[config.mk]
export PLATFORM = sky130hd
export DESIGN_NAME = frs_sequencer
export DESIGN_NICKNAME = d
export VERILOG_FILES = /design/src/logic/frs_pkg.sv /design/src/logic/frs_sequencer.sv
export VERILOG_INCLUDE_DIRS = /design/src /design/src/logic
export SDC_FILE = /design/constraint.sdc
export NUM_CORES = 1
export LEC_CHECK = 0
export ABC_AREA = 1
export BUFFER_PORTS_ARGS = -buffer_cell sky130_fd_sc_hd__buf_2
export CORE_ASPECT_RATIO = 1.25
export CORE_MARGIN = 8
export CORE_UTILIZATION = 30
export CTS_CLUSTER_SIZE = 28
export DETAILED_ROUTE_END_ITERATION = 10
export SYNTH_ARGS = -nofsm -noshare
export SYNTH_HDL_FRONTEND = slang
export SYNTH_SLANG_ARGS = --single-unit
[constraint.sdc]
create_clock -name clk -period 2.1 [get_ports clk]
set_input_delay 0.21 -clock clk [delete_from_list [all_inputs] [get_ports clk]]
set_output_delay 0.21 -clock clk [all_outputs]
set_load 0.01 [all_outputs]
[src/logic/frs_defs.svh]
// Constants for the fault recovery sequencer
`ifndef FRS_DEFS_SVH
`define FRS_DEFS_SVH
`define FRS_CLK_NS 4
`define FRS_US_NS 1000
`define FRS_WAIT_MIN_US 21'd20
`define FRS_WAIT_MAX_US 21'd2000000
`define FRS_RETRY_WATCH 4'h3
`define FRS_TAGS 8
`define FRS_TAG_W 3
`endif

[src/logic/frs_pkg.sv]
// Types for the fault recovery sequencer
package frs_pkg;
    typedef struct packed {
        logic [3:0] err_type;
        logic [7:0] err_loc;
    } frs_rpt_t;
    typedef enum logic [2:0] {
        FRS_IDLE = 3'b000,
        FRS_WAIT1 = 3'b001,
        FRS_RETRY1 = 3'b010,
        FRS_WAIT2 = 3'b011,
        FRS_RETRY2 = 3'b100
    } frs_state_t;
endpackage

[src/logic/frs_sequencer.sv]
// Per-node error recovery sequencer
`timescale 1ns/100ps
`include "frs_defs.svh"

module frs_sequencer (
    // Clock and reset
    input wire logic clk,
    input wire logic rst_n,
    // Initialization
    input wire logic init,
    input wire logic [7:0] node_addr_in,
    output logic [7:0] node_addr,
    // Configuration
    input wire logic [20:0] wait_time_us,
    input wire logic node_is_bus_interface,
    input wire logic [3:0] attached_procs,
    // Error report line
    input wire logic err_valid,
    input wire frs_pkg::frs_rpt_t err_rpt,
    input wire logic det_valid,
    input wire frs_pkg::frs_rpt_t det_rpt,
    output logic bcast_valid,
    output frs_pkg::frs_rpt_t bcast_rpt,
    // Local access tracking
    input wire logic acc_start,
    input wire logic [2:0] acc_start_tag,
    input wire logic acc_done,
    input wire logic [2:0] acc_done_tag,
    output logic quiescent,
    output logic retry_valid,
    output logic [2:0] retry_tag,
    // Reconfiguration
    output logic isolate_valid,
    output frs_pkg::frs_rpt_t isolate_rpt,
    output logic spare_enable,
    output logic reconf_msg_valid,
    output logic [3:0] reconf_msg_dest,
    // Log
    output logic log_valid,
    output frs_pkg::frs_rpt_t log_rpt,
    output logic perm_flag
);
    import frs_pkg::*;

    localparam int US_CYC = (`FRS_US_NS + `FRS_CLK_NS - 1) / `FRS_CLK_NS;

    frs_state_t state;
    logic [7:0] us_div;
    logic us_tick;
    logic [20:0] wait_cnt;
    logic [7:0] outst, retry_mask;
    logic [3:0] watch;
    logic new_err, same_err, retry_end, wait_end;

    // ----------------------------------------
    // Helpers
    // ----------------------------------------
    function automatic logic [20:0] clamp_wait(input logic [20:0] v);
        return (v < `FRS_WAIT_MIN_US) ? `FRS_WAIT_MIN_US : ((v > `FRS_WAIT_MAX_US) ? `FRS_WAIT_MAX_US : v);
    endfunction

    function automatic logic [2:0] low_tag(input logic [7:0] m);
        logic [2:0] t;
        t = 3'h0;
        for (int i = `FRS_TAGS - 1; i >= 0; i--) begin
            if (m[i])
                t = 3'(i);
        end
        return t;
    endfunction

    assign new_err = err_valid && !init;
    assign same_err = new_err && log_valid && (err_rpt == log_rpt);
    assign retry_end = (retry_mask == 8'h00) && (watch == 4'h0);
    assign wait_end = (wait_cnt == 21'h0);

    // ----------------------------------------
    // Microsecond tick
    // ----------------------------------------
    always_ff @(posedge clk or negedge rst_n) begin
        if (!rst_n) begin
            us_div <= 8'h00;
            us_tick <= 1'b0;
        end else if (init || state == FRS_IDLE) begin
            us_div <= 8'h00;
            us_tick <= 1'b0;
        end else if (us_div == 8'(US_CYC - 1)) begin
            us_div <= 8'h00;
            us_tick <= 1'b1;
        end else begin
            us_div <= us_div + 8'h01;
            us_tick <= 1'b0;
        end
    end

    // ----------------------------------------
    // Sequencer
    // ----------------------------------------
    always_ff @(posedge clk or negedge rst_n) begin
        if (!rst_n) begin
            state <= FRS_IDLE;
            wait_cnt <= 21'h0;
            perm_flag <= 1'b0;
        end else if (init) begin
            state <= FRS_IDLE;
            wait_cnt <= 21'h0;
            perm_flag <= 1'b0;
        end else begin
            case (state)
                FRS_IDLE: begin
                    if (new_err) begin
                        state <= FRS_WAIT1;
                        wait_cnt <= clamp_wait(wait_time_us);
                        perm_flag <= 1'b0;
                    end
                end
                FRS_WAIT1, FRS_WAIT2: begin
                    if (wait_end) begin
                        state <= (state == FRS_WAIT1) ? FRS_RETRY1 : FRS_RETRY2;
                    end else if (us_tick) begin
                        wait_cnt <= wait_cnt - 21'h1;
                    end
                end
                FRS_RETRY1: begin
                    if (same_err) begin
                        state <= FRS_WAIT2;
                        perm_flag <= 1'b1;
                        wait_cnt <= clamp_wait(wait_time_us);
                    end else if (new_err) begin
                        state <= FRS_WAIT1;
                        wait_cnt <= clamp_wait(wait_time_us);
                    end else if (retry_end) begin
                        state <= FRS_IDLE;
                    end
                end
                FRS_RETRY2: begin
                    if (retry_end) begin
                        state <= FRS_IDLE;
                    end
                end
                default: begin
                    state <= FRS_IDLE;
                end
            endcase
        end
    end

    // ----------------------------------------
    // Quiescent output
    // ----------------------------------------
    always_ff @(posedge clk or negedge rst_n) begin
        if (!rst_n) begin
            quiescent <= 1'b0;
        end else if (init) begin
            quiescent <= 1'b0;
        end else if (new_err && state != FRS_RETRY2) begin
            quiescent <= 1'b1;
        end else if (retry_end && (state == FRS_RETRY1 || state == FRS_RETRY2)) begin
            quiescent <= 1'b0;
        end
    end

    // ----------------------------------------
    // Outstanding accesses and retry replay
    // ----------------------------------------
    always_ff @(posedge clk or negedge rst_n) begin
        if (!rst_n) begin
            outst <= 8'h00;
        end else if (init) begin
            outst <= 8'h00;
        end else begin
            for (int i = 0; i < `FRS_TAGS; i++) begin
                if (acc_start && !quiescent && acc_start_tag == 3'(i))
                    outst[i] <= 1'b1;
                else if (acc_done && acc_done_tag == 3'(i))
                    outst[i] <= 1'b0;
            end
        end
    end

    always_ff @(posedge clk or negedge rst_n) begin
        if (!rst_n) begin
            retry_mask <= 8'h00;
            watch <= 4'h0;
            retry_valid <= 1'b0;
            retry_tag <= 3'h0;
        end else if (init) begin
            retry_mask <= 8'h00;
            watch <= 4'h0;
            retry_valid <= 1'b0;
            retry_tag <= 3'h0;
        end else if ((state == FRS_WAIT1 || state == FRS_WAIT2) && wait_end) begin
            retry_mask <= outst;
            watch <= `FRS_RETRY_WATCH;
            retry_valid <= 1'b0;
        end else if (retry_mask != 8'h00) begin
            retry_valid <= 1'b1;
            retry_tag <= low_tag(retry_mask);
            retry_mask[low_tag(retry_mask)] <= 1'b0;
        end else begin
            retry_valid <= 1'b0;
            if (watch != 4'h0)
                watch <= watch - 4'h1;
        end
    end

    // ----------------------------------------
    // Error log and broadcast
    // ----------------------------------------
    always_ff @(posedge clk or negedge rst_n) begin
        if (!rst_n) begin
            log_valid <= 1'b0;
            log_rpt <= '0;
        end else if (init) begin
            log_valid <= 1'b0;
            log_rpt <= '0;
        end else if (new_err) begin
            log_valid <= 1'b1;
            log_rpt <= err_rpt;
        end
    end

    always_ff @(posedge clk or negedge rst_n) begin
        if (!rst_n) begin
            bcast_valid <= 1'b0;
            bcast_rpt <= '0;
        end else begin
            bcast_valid <= det_valid && !init;
            if (det_valid)
                bcast_rpt <= det_rpt;
        end
    end

    // ----------------------------------------
    // Reconfiguration and notification
    // ----------------------------------------
    always_ff @(posedge clk or negedge rst_n) begin
        if (!rst_n) begin
            isolate_valid <= 1'b0;
            isolate_rpt <= '0;
            spare_enable <= 1'b0;
        end else if (init) begin
            isolate_valid <= 1'b0;
            isolate_rpt <= '0;
            spare_enable <= 1'b0;
        end else begin
            isolate_valid <= 1'b0;
            if (state == FRS_RETRY1 && same_err) begin
                isolate_valid <= 1'b1;
                isolate_rpt <= err_rpt;
                spare_enable <= 1'b1;
            end
        end
    end

    always_ff @(posedge clk or negedge rst_n) begin
        if (!rst_n) begin
            reconf_msg_valid <= 1'b0;
            reconf_msg_dest <= 4'h0;
        end else begin
            reconf_msg_valid <= 1'b0;
            if (!init && state == FRS_RETRY2 && retry_end && node_is_bus_interface) begin
                reconf_msg_valid <= 1'b1;
                reconf_msg_dest <= attached_procs;
            end
        end
    end

    // ----------------------------------------
    // Node address
    // ----------------------------------------
    always_ff @(posedge clk or negedge rst_n) begin
        if (!rst_n) begin
            node_addr <= 8'h00;
        end else if (init) begin
            node_addr <= node_addr_in;
        end
    end
endmodule

==> impl_metrics.yaml, run 1 <==
run_status:
  status: "completed"
placement:
  place_ws_ps: 138
  port_buffers: 129
  hpwl_mm: 14.6
  gp_congestion: 0.850
  dp_cells: 1344
hold_path:
  holdCritStartpoint: "det_rpt[7]"
  holdPathEnd: "bcast_rpt[7]$_DFFE_PN0P_"
  min_path_type: "input pin to register"
  hold_depth: 3
logic_synthesis:
  synth_top_family_by_area: "simple AND/OR/NAND/NOR gates"
  synth_top_area_cell: "dfrtp_1"
  synthAdderAreaFrac_pct: 0.758
  yosys.area.top_type_share_pct: 42.5
  yosys_warnings: 0
  synth_edf_count: 0
  async_flop_share_pct: 100
  synth_ff_type: "dfrtp_1"
  synth_compound_area_share_pct: 11.3
  seq_area_frac_synth_pct: 42.5
  synth.distinct_cells: 42
  synth-simple-area-share_pct: 35.6
  postSynthCellCount: 942
  synthMuxAreaShare_pct: 0
  syn_nets: 1017
  synth_area_per_cell_um2: 7.01
  synth.top_cells.by_area: "dfrtp_1 (42%), nand2_1 (18%), nor2_1 (6.0%), inv_1 (5.9%), nand3_1 (5.6%)"
  synthXorXnorAreaFrac_pct: 1.33
  mappedNetlistArea_mm2: 0.00660
  ys_seq_elements: 112
timing:
  layout_setup_ws_ps: 189
  finalHoldViolations: 0
  period_share_pct: 91.0
  final_max_slew_viol_count: 0
  worst_slew_pin_slew_ps: 450
  clock.fmax_mhz: 523
  setup-tns-final_ps: 0
  slew_headroom_pct: 69.9
  layout_min_cycle_time_ps: 1910
  rsz0062_at_grt: "no"
  setup_viol: 0
  worst_clock_skew_ps: 8.56
worst_setup_path:
  crit_required_ps: 2350
  cp_max_fo: 13
  rrSetupSlack_ps: 190
  end_kind: "register"
  r2r-start: "wait_cnt[0]$_DFFE_PN0P_"
  reg2regPathDepth: 13
  worstPathArrival_ps: 2160
  r2r-end: "wait_cnt[13]$_DFFE_PN0P_"
  critPathLaunchType: "register"
  worstSetupStartpoint: "wait_cnt[0]$_DFFE_PN0P_"
  path_class: "register to register"
drt:
  wl_met1_mm: 8.40
  drtPass1Iterations: 6
  drtIter0Drc: 351
  routedWlPerCell_um: 13.9
  wl_met3_mm: 1.37
  viasPerCell: 4.70
  wl_mm: 19.0
  dr.max_layer_used: "met4"
  drc_errors: 0
  wl_met2_mm: 8.83
  vias: 6391
  antenna_left: 0
cells_and_area:
  num_antenna_cells: 0
  syn_to_final_growth_pct: 20.4
  drive_gt1_share_pct: 18.0
  fin_util_pct: 36.9
  nNetsFinal: 1152
  instances_no_fill: 1361
floorplanning:
  rows: 60
  die_height_um: 182
  die_area_mm2: 0.0270
  start_util_pct: 30.6
  io_pins: 130
  core_area_mm2: 0.0215
  chipWidth_um: 149
power_and_ir_drop:
  powerDensity_mw_per_mm2: 950
  ir_drop_mv: 0.497
  p_leak_nw: 4.17
  total_power_w: 0.00755
global_routing:
  grt_usage_pct: 14.5
  antenna_found_initial: 1
  grt-ovfl-total: 0
  grt_pass1_wl_mm: 32.4
  grt_pass1_vias: 6589
  grt_start_max_net_pins: 54
job:
  maxCapViolCount: 0
clock_network:
  numCtsBuffers: 9
  cts.sinks: 112
  clk_pin_slew_ps: 80
  clockRootBuffer: "clkbuf_16"
  clk_path_buf_depth: 2
  clk-insertion-delay-late_ps: 360
  cts_tree: "yes"
  htree_levels: 3
-- per-stage QoR --
stage	hold slack, ps	cell area (µm²)
2_1_floorplan	-85.6	6600
3_3_place_gp	46.1	7650
3_5_place_dp	51.4	7650
4_1_cts	35.7	7940
5_1_grt	50.9	7950
6_report	54.2	7950
-- worst max-delay path by stage --
stage                                     to  slack, ps
global placement     wait_cnt[1]$_DFFE_PN0P_        180
detailed placement   wait_cnt[4]$_DFFE_PN0P_        140
CTS                  wait_cnt[4]$_DFFE_PN0P_        110
floorplan            wait_cnt[3]$_DFFE_PN0P_        300
global route        wait_cnt[13]$_DFFE_PN0P_         20
finish              wait_cnt[13]$_DFFE_PN0P_        190
-- repair_timing --
action | CTS | global route
hold buffers | 1 | 0
setup endpoints to repair | 0 | 14
setup buffers | 0 | 0
resized for setup | 0 | 3
hold endpoints to repair | 112 | 0
-- cells in the mapped netlist (2+ instances only) --
cell and count:
a21oi_1 30, buf_1 2, buf_2 6, buf_6 4, clkbuf_1 14, clkinv_1 2
dfrtp_1 112, ha_1 4, inv_1 104, inv_2 5, nand2_1 308, nand2_2 4
nand3_1 74, nand3_4 4, nand3b_1 3, nand4_1 11, nor2_1 105, nor2_2 4
nor2_4 5, nor3_1 12, nor4_1 3, o211ai_1 12, o21ai_0 69, o21ai_1 5
o22ai_1 10, o31ai_1 5, or2_2 2, xnor2_1 5, xor2_1 5
-- state kept, by name, indices dropped and copies added, names as in the netlist, 3 cells and up --
register / count
state: 3
isolate_rpt: 12
reconf_msg_dest: 4
log_rpt: 12
bcast_rpt: 12
us_div: 8
retry_tag: 3
node_addr: 8
outst: 8
wait_cnt: 21
retry_mask: 8
watch: 4
-- critical path, cell delays in order, from the launching register on --
cell	delay, ps
dfrtp_1	430
inv_1	80
ha_2	210
nand3_4	120
nor2_8	180
nand3_4	100
nor2_4	110
nand3_4	110
nand3_4	150
inv_4	120
nand2_1	80
inv_1	40
nand2_1	50
nand2_1	40
-- report_power, final --
part | switching (W) | internal [W]
clock network | 0.000854 | 0.000818
registers | 0.000219 | 0.00241
logic | 0.00213 | 0.00112
-- layer usage --
layer  vias to the layer above  global-route usage [%]
met2                       181                    23.8
met1                      2900                    18.1
met5                         -                       0
met3                        24                    3.68
li1                       3286                       -
met4                         0                    4.82
-- cell usage in the layout, fill, tap and decap left out, types with 5 or more instances in the layout --
master     instances
nor2_4             5
xor2_1             5
o21ai_0           69
inv_2              5
o21ai_1            5
nand2_1          308
buf_4             18
nor3_1            12
dfrtp_1          112
o22ai_1           10
o211ai_1          12
a21oi_1           30
buf_2            128
inv_1            104
nand3_1           74
xnor2_1            5
o31ai_1            5
nor2_1           105
clkbuf_16          9
nand4_1           11
-- final cells by class --
| cell class | count | area (µm²) |
|---|---|---|
| Inverter | 113 | 432 |
| Tap cell | 279 | 349 |
| Timing Repair Buffer | 150 | 846 |
| Sequential cell | 112 | 2800 |
| Fill cell | 2296 | 13600 |
| Clock inverter | 7 | 53.8 |
| Clock buffer | 9 | 225 |
| Multi-Input combinational cell | 691 | 3240 |
-- cell families after synthesis --
kind of cell | Yosys count
compound gates | 135
xor+xnor | 10
fa+ha+maj | 4
buf+inv | 139
flops | 112
simple gates | 542
Note: power is estimated with default switching activity, not from simulation.
==> inputs of run 2 (changes only) <==
Settings changed: TNS_END_PERCENT set to 20.
Clock period 2.1 ns to 1.85 ns, I/O delays scaled along.
==> run 2 against run 1 <==
  * Die area unchanged
  * Routed wire length increased by 5.1%
  * Sequential share of layout area decreased by 1.5 points
  * Total power increased by 23%
  * Setup slack got worse by 100 ps
  * Via count increased by 2.7%
  * Flip-flop and latch count unchanged
  * Sequential power increased by 13%
  * Clock power increased by 28%
  * Largest power group unchanged
==> impl_metrics.yaml, run 2 (same netlist as run 1, synthesis figures left out) <==
clock_network:
  clk-insertion-delay-late_ps: 360
  clockRootBuffer: "clkbuf_16"
  clk_pin_slew_ps: 80
  numCtsBuffers: 9
  clk_path_buf_depth: 2
  cts_tree: "yes"
  cts.sinks: 112
  htree_levels: 3
global_routing:
  grt_usage_pct: 14.9
  grt_pass1_wl_mm: 32.9
  grt_start_max_net_pins: 75
  grt-ovfl-total: 0
  antenna_found_initial: 0
  grt_pass1_vias: 6620
cells_and_area:
  instances_no_fill: 1394
  layout_commonest_cell: "nand2_1"
  top_register: "wait_cnt"
  largest_reg_flops: 21
  num_antenna_cells: 0
  drive_gt1_share_pct: 22.2
  fin_util_pct: 38.5
  nNetsFinal: 1186
  final_cell_mix: "nand2_1 (307), buf_2 (128), dfrtp_1 (110)"
  syn_to_final_growth_pct: 25.8
placement:
  dp_cells: 1372
  hpwl_mm: 15.1
  port_buffers: 129
  gp_congestion: 0.865
worst_setup_path:
  rrSetupSlack_ps: 80
  critPathLaunchType: "register"
  timing.critical_path.to: "retry_mask[2]$_DFFE_PN0P_"
  cp_max_fo: 4
  crit_required_ps: 2100
  worstPathArrival_ps: 2020
  end_kind: "register"
  worstSetupStartpoint: "wait_cnt[1]$_DFFE_PN0P_"
  r2r-end: "retry_mask[2]$_DFFE_PN0P_"
  reg2regPathDepth: 10
  path_class: "register to register"
  r2r-start: "wait_cnt[1]$_DFFE_PN0P_"
timing:
  clock.fmax_mhz: 566
  final_max_slew_viol_count: 0
  setup_viol: 0
  rsz0062_at_grt: "yes"
  finalHoldViolations: 0
  slew_headroom_pct: 65.9
  worst_clock_skew_ps: 7.52
  period_share_pct: 95.4
  layout_min_cycle_time_ps: 1770
  whs_ps: 18.0
  worst_slew_pin_slew_ps: 510
drt:
  wl_mm: 19.9
  drtPass1Iterations: 4
  viasPerCell: 4.71
  drtIter0Drc: 331
  antenna_left: 0
  routedWlPerCell_um: 14.3
  vias: 6563
  drc_errors: 0
floorplanning:
  die_height_um: 182
  start_util_pct: 30.6
  rows: 60
  chipWidth_um: 149
  io_pins: 130
  die_area_mm2: 0.0270
  core_area_mm2: 0.0215
power_and_ir_drop:
  ir_drop_mv: 0.655
  p_leak_nw: 4.36
  powerDensity_mw_per_mm2: 1120
  total_power_w: 0.00926
run_status:
  status: "completed"
hold_path:
  min_path_type: "input pin to register"
  holdCritStartpoint: "det_rpt[5]"
job:
  maxCapViolCount: 0
[run 2: cell count changes in the layout (fill, tap and decap cells not counted), moves of 3 or more]
cell	change
nor2_4	+3
inv_2	+3
nand3_1	-3
buf_4	+35
o21ai_1	+3
o21ai_0	-3
inv_1	-3
nor2_2	+7
nor2_1	-10
nand3_2	+3
[run 2: through the flow]
step	setup WS [ps]	cell area (µm²)	TNS [ps]
global placement	63.5	7840	0
finish	84.5	8300	0
global route	-11.5	8300	-40.3
detailed placement	50.7	7840	0
CTS	26.0	8160	0
floorplan	51.4	6600	0
[run 2: area by class of cell]
| cell class | instances | area, µm² |
|---|---|---|
| clock buffers | 10 | 229 |
| flip-flops and latches | 112 | 2810 |
| multi-input cells | 691 | 3320 |
| fillers | 2232 | 13200 |
| repair buffers | 184 | 1080 |
| inverters | 113 | 432 |
| well taps | 279 | 349 |
| clock inverters | 5 | 81.3 |
[run 2: worst min path at each step]
stage	to	slack [ps]	cells past startpoint
detailed placement	bcast_rpt[6]$_DFFE_PN0P_	240	2
finish	bcast_rpt[5]$_DFFE_PN0P_	20	3
global placement	bcast_rpt[9]$_DFFE_PN0P_	240	2
CTS	node_addr[3]$_DFFE_PN0P_	8	3
floorplan	bcast_rpt[0]$_DFFE_PN0P_	-110	0
global route	bcast_rpt[10]$_DFFE_PN0P_	20	3
[run 2: critical path, stage by stage (launching register included)]
cell	delay [ps]
dfrtp_1	390
inv_2	80
ha_4	150
nand3_4	100
nor2_8	130
nand3_4	100
nor2_4	130
nand3_4	90
buf_4	140
buf_4	140
o211a_1	200
[run 2: power breakdown]
group          leakage (nW)  switching, W  internal [W]
combinational          2.72       0.00262       0.00154
clock                 0.149      0.000941       0.00119
sequential             1.49      0.000230       0.00274
total                  4.36       0.00379       0.00547
[run 2: what timing repair did]
action | in CTS | in global routing
hold buffers | 1 | 0
hold endpoints to repair | 112 | 0
setup endpoints to repair | 0 | 51
setup buffers | 0 | 6
gates resized for setup | 0 | 33
[run 2: routing by layer]
metal,track usage [%],part of all wire (%),up-vias
met4,4.25,1.3,0
met2,24.9,48,168
met3,4.18,7.1,18
met5,0,0,-
li1,-,-,3346
met1,18.2,43,3031
==> inputs of run 3 (changes only) <==
Settings changed: RECOVER_POWER set to 50.
==> run 3 against run 2 <==
  * Register-to-register slack hardly changed
  * Sequential share of layout area is 0.087 points higher
  * Via count hardly changed
  * Combinational power hardly changed
  * Clock-buffer cell count stayed put
  * Sequential power hardly changed
  * Setup slack worse by 4.2 ps
  * First-iteration DRC count is 15% higher
  * Routed wire length hardly changed
  * Critical endpoint unchanged
  * Highest routed layer unchanged
==> impl_metrics.yaml, run 3 (same netlist as run 1, synthesis figures left out) <==
placement:
  gp_congestion: 0.865
  hpwl_mm: 15.1
  place_area_mm2: 0.00784
  port_buffers: 129
cells_and_area:
  fin_util_pct: 38.4
  final_cell_mix: "nand2_1 (307), buf_2 (126), dfrtp_1 (110)"
  drive_gt1_share_pct: 22.0
  num_antenna_cells: 0
  nNetsFinal: 1186
  largest_reg_flops: 21
  layout_commonest_cell: "nand2_1"
  postLayoutCellArea_mm2: 0.00828
  syn_to_final_growth_pct: 25.4
  top_register: "wait_cnt"
power_and_ir_drop:
  total_power_w: 0.00925
  ir_drop_mv: 0.651
  p_leak_nw: 4.35
  powerDensity_mw_per_mm2: 1120
worst_setup_path:
  reg2regPathDepth: 10
  r2r-end: "retry_mask[2]$_DFFE_PN0P_"
  end_kind: "register"
  r2r-start: "wait_cnt[1]$_DFFE_PN0P_"
  critPathLaunchType: "register"
  worstPathArrival_ps: 2020
  rrSetupSlack_ps: 80
  path_class: "register to register"
  crit_required_ps: 2100
  cp_max_fo: 4
timing:
  period_share_pct: 95.7
  setup_viol: 0
  final_max_slew_viol_count: 0
  rsz0062_at_grt: "yes"
  clock.fmax_mhz: 565
  worst_clock_skew_ps: 7.43
  finalHoldViolations: 0
  layout_min_cycle_time_ps: 1770
  slew_headroom_pct: 28.1
  worst_slew_pin_slew_ps: 1080
clock_network:
  clk_pin_slew_ps: 80
  cts.sinks: 112
  htree_levels: 3
  numCtsBuffers: 9
  clk_path_buf_depth: 2
  clockRootBuffer: "clkbuf_16"
  clk-insertion-delay-late_ps: 360
  cts_tree: "yes"
floorplanning:
  io_pins: 130
  die_height_um: 182
  rows: 60
  die_area_mm2: 0.0270
  chipWidth_um: 149
  start_util_pct: 30.6
  core_area_mm2: 0.0215
global_routing:
  grt-ovfl-total: 0
  grt_pass1_wl_mm: 32.9
  grt_usage_pct: 14.9
  grt_pass1_vias: 6620
  antenna_found_initial: 0
  grt_start_max_net_pins: 75
drt:
  routedWlPerCell_um: 14.3
  viasPerCell: 4.71
  vias: 6565
  drtIter0Drc: 381
  drtPass1Iterations: 5
  antenna_left: 0
  wl_mm: 19.9
  drc_errors: 0
job:
  maxCapViolCount: 0
hold_path:
  holdCritStartpoint: "det_rpt[5]"
  hold_depth: 3
  holdPathEnd: "bcast_rpt[5]$_DFFE_PN0P_"
  min_path_type: "input pin to register"
run_status:
  status: "completed"
[run 3: changes by cell type in the layout (fill, tap and decap cells not counted), sizes merged]
cell / previous run / this run
buf: 183 / 176
clkbuf: 10 / 17
[run 3: worst max-delay path by stage]
| stage | startpoint | to | slack, ps |
|---|---|---|---|
| after floorplan | wait_cnt[0]$_DFFE_PN0P_ | wait_cnt[3]$_DFFE_PN0P_ | 50 |
| after global placement | wait_cnt[4]$_DFFE_PN0P_ | wait_cnt[19]$_DFFE_PN0P_ | 60 |
| after detailed placement | wait_cnt[1]$_DFFE_PN0P_ | wait_cnt[13]$_DFFE_PN0P_ | 50 |
| after CTS | wait_cnt[1]$_DFFE_PN0P_ | watch[1]$_DFFE_PN0P_ | 30 |
| after global routing | wait_cnt[1]$_DFFE_PN0P_ | wait_cnt[13]$_DFFE_PN0P_ | -10 |
| final | wait_cnt[1]$_DFFE_PN0P_ | retry_mask[2]$_DFFE_PN0P_ | 80 |
[run 3: area by class of cell]
class	count	area [µm²]
inverter	113	432
clock buffer	10	229
multi-input combinational	691	3320
timing repair buffer	184	1060
clock inverter	5	81.3
fill	2236	13300
sequential	112	2810
tap	279	349
[run 3: worst max-delay path, cell delays in order, from the launching register on]
cell and delay (ps):
dfrtp_1 390, inv_2 80, ha_4 150, nand3_4 100, nor2_8 130, nand3_4 100, nor2_4 130, nand3_4 90
buf_4 140, buf_4 140, o211a_1 200
[run 3: per-layer routing]
metal	global-route usage, %	wire length, µm
met1	18.2	8590
met2	24.9	9680
met3	4.18	1380
met4	4.25	274
met5	0	0
[run 3: power by group]
part | internal, W | switching, W | leakage, nW
logic | 0.00154 | 0.00262 | 2.71
clock network | 0.00118 | 0.000938 | 0.149
registers | 0.00274 | 0.000230 | 1.49
total | 0.00546 | 0.00379 | 4.35
[run 3: what timing repair did]
action                                  CTS  global route
buffers inserted                          0             6
endpoints found under the hold margin   112             0
endpoints found under the setup margin    0            51
resized for setup                         0            33
hold buffers                              1             0
[run 3: stage by stage]
stage	hold WS (ps)	setup TNS (ps)	setup slack, ps	cells
finish	18.3	0	80.3	1394
global route	15.7	-40.3	-11.5	1394
CTS	7.72	0	26.0	1388
detailed placement	243	0	50.7	1372
global placement	243	0	63.5	1372
floorplan	-111	0	51.4	942
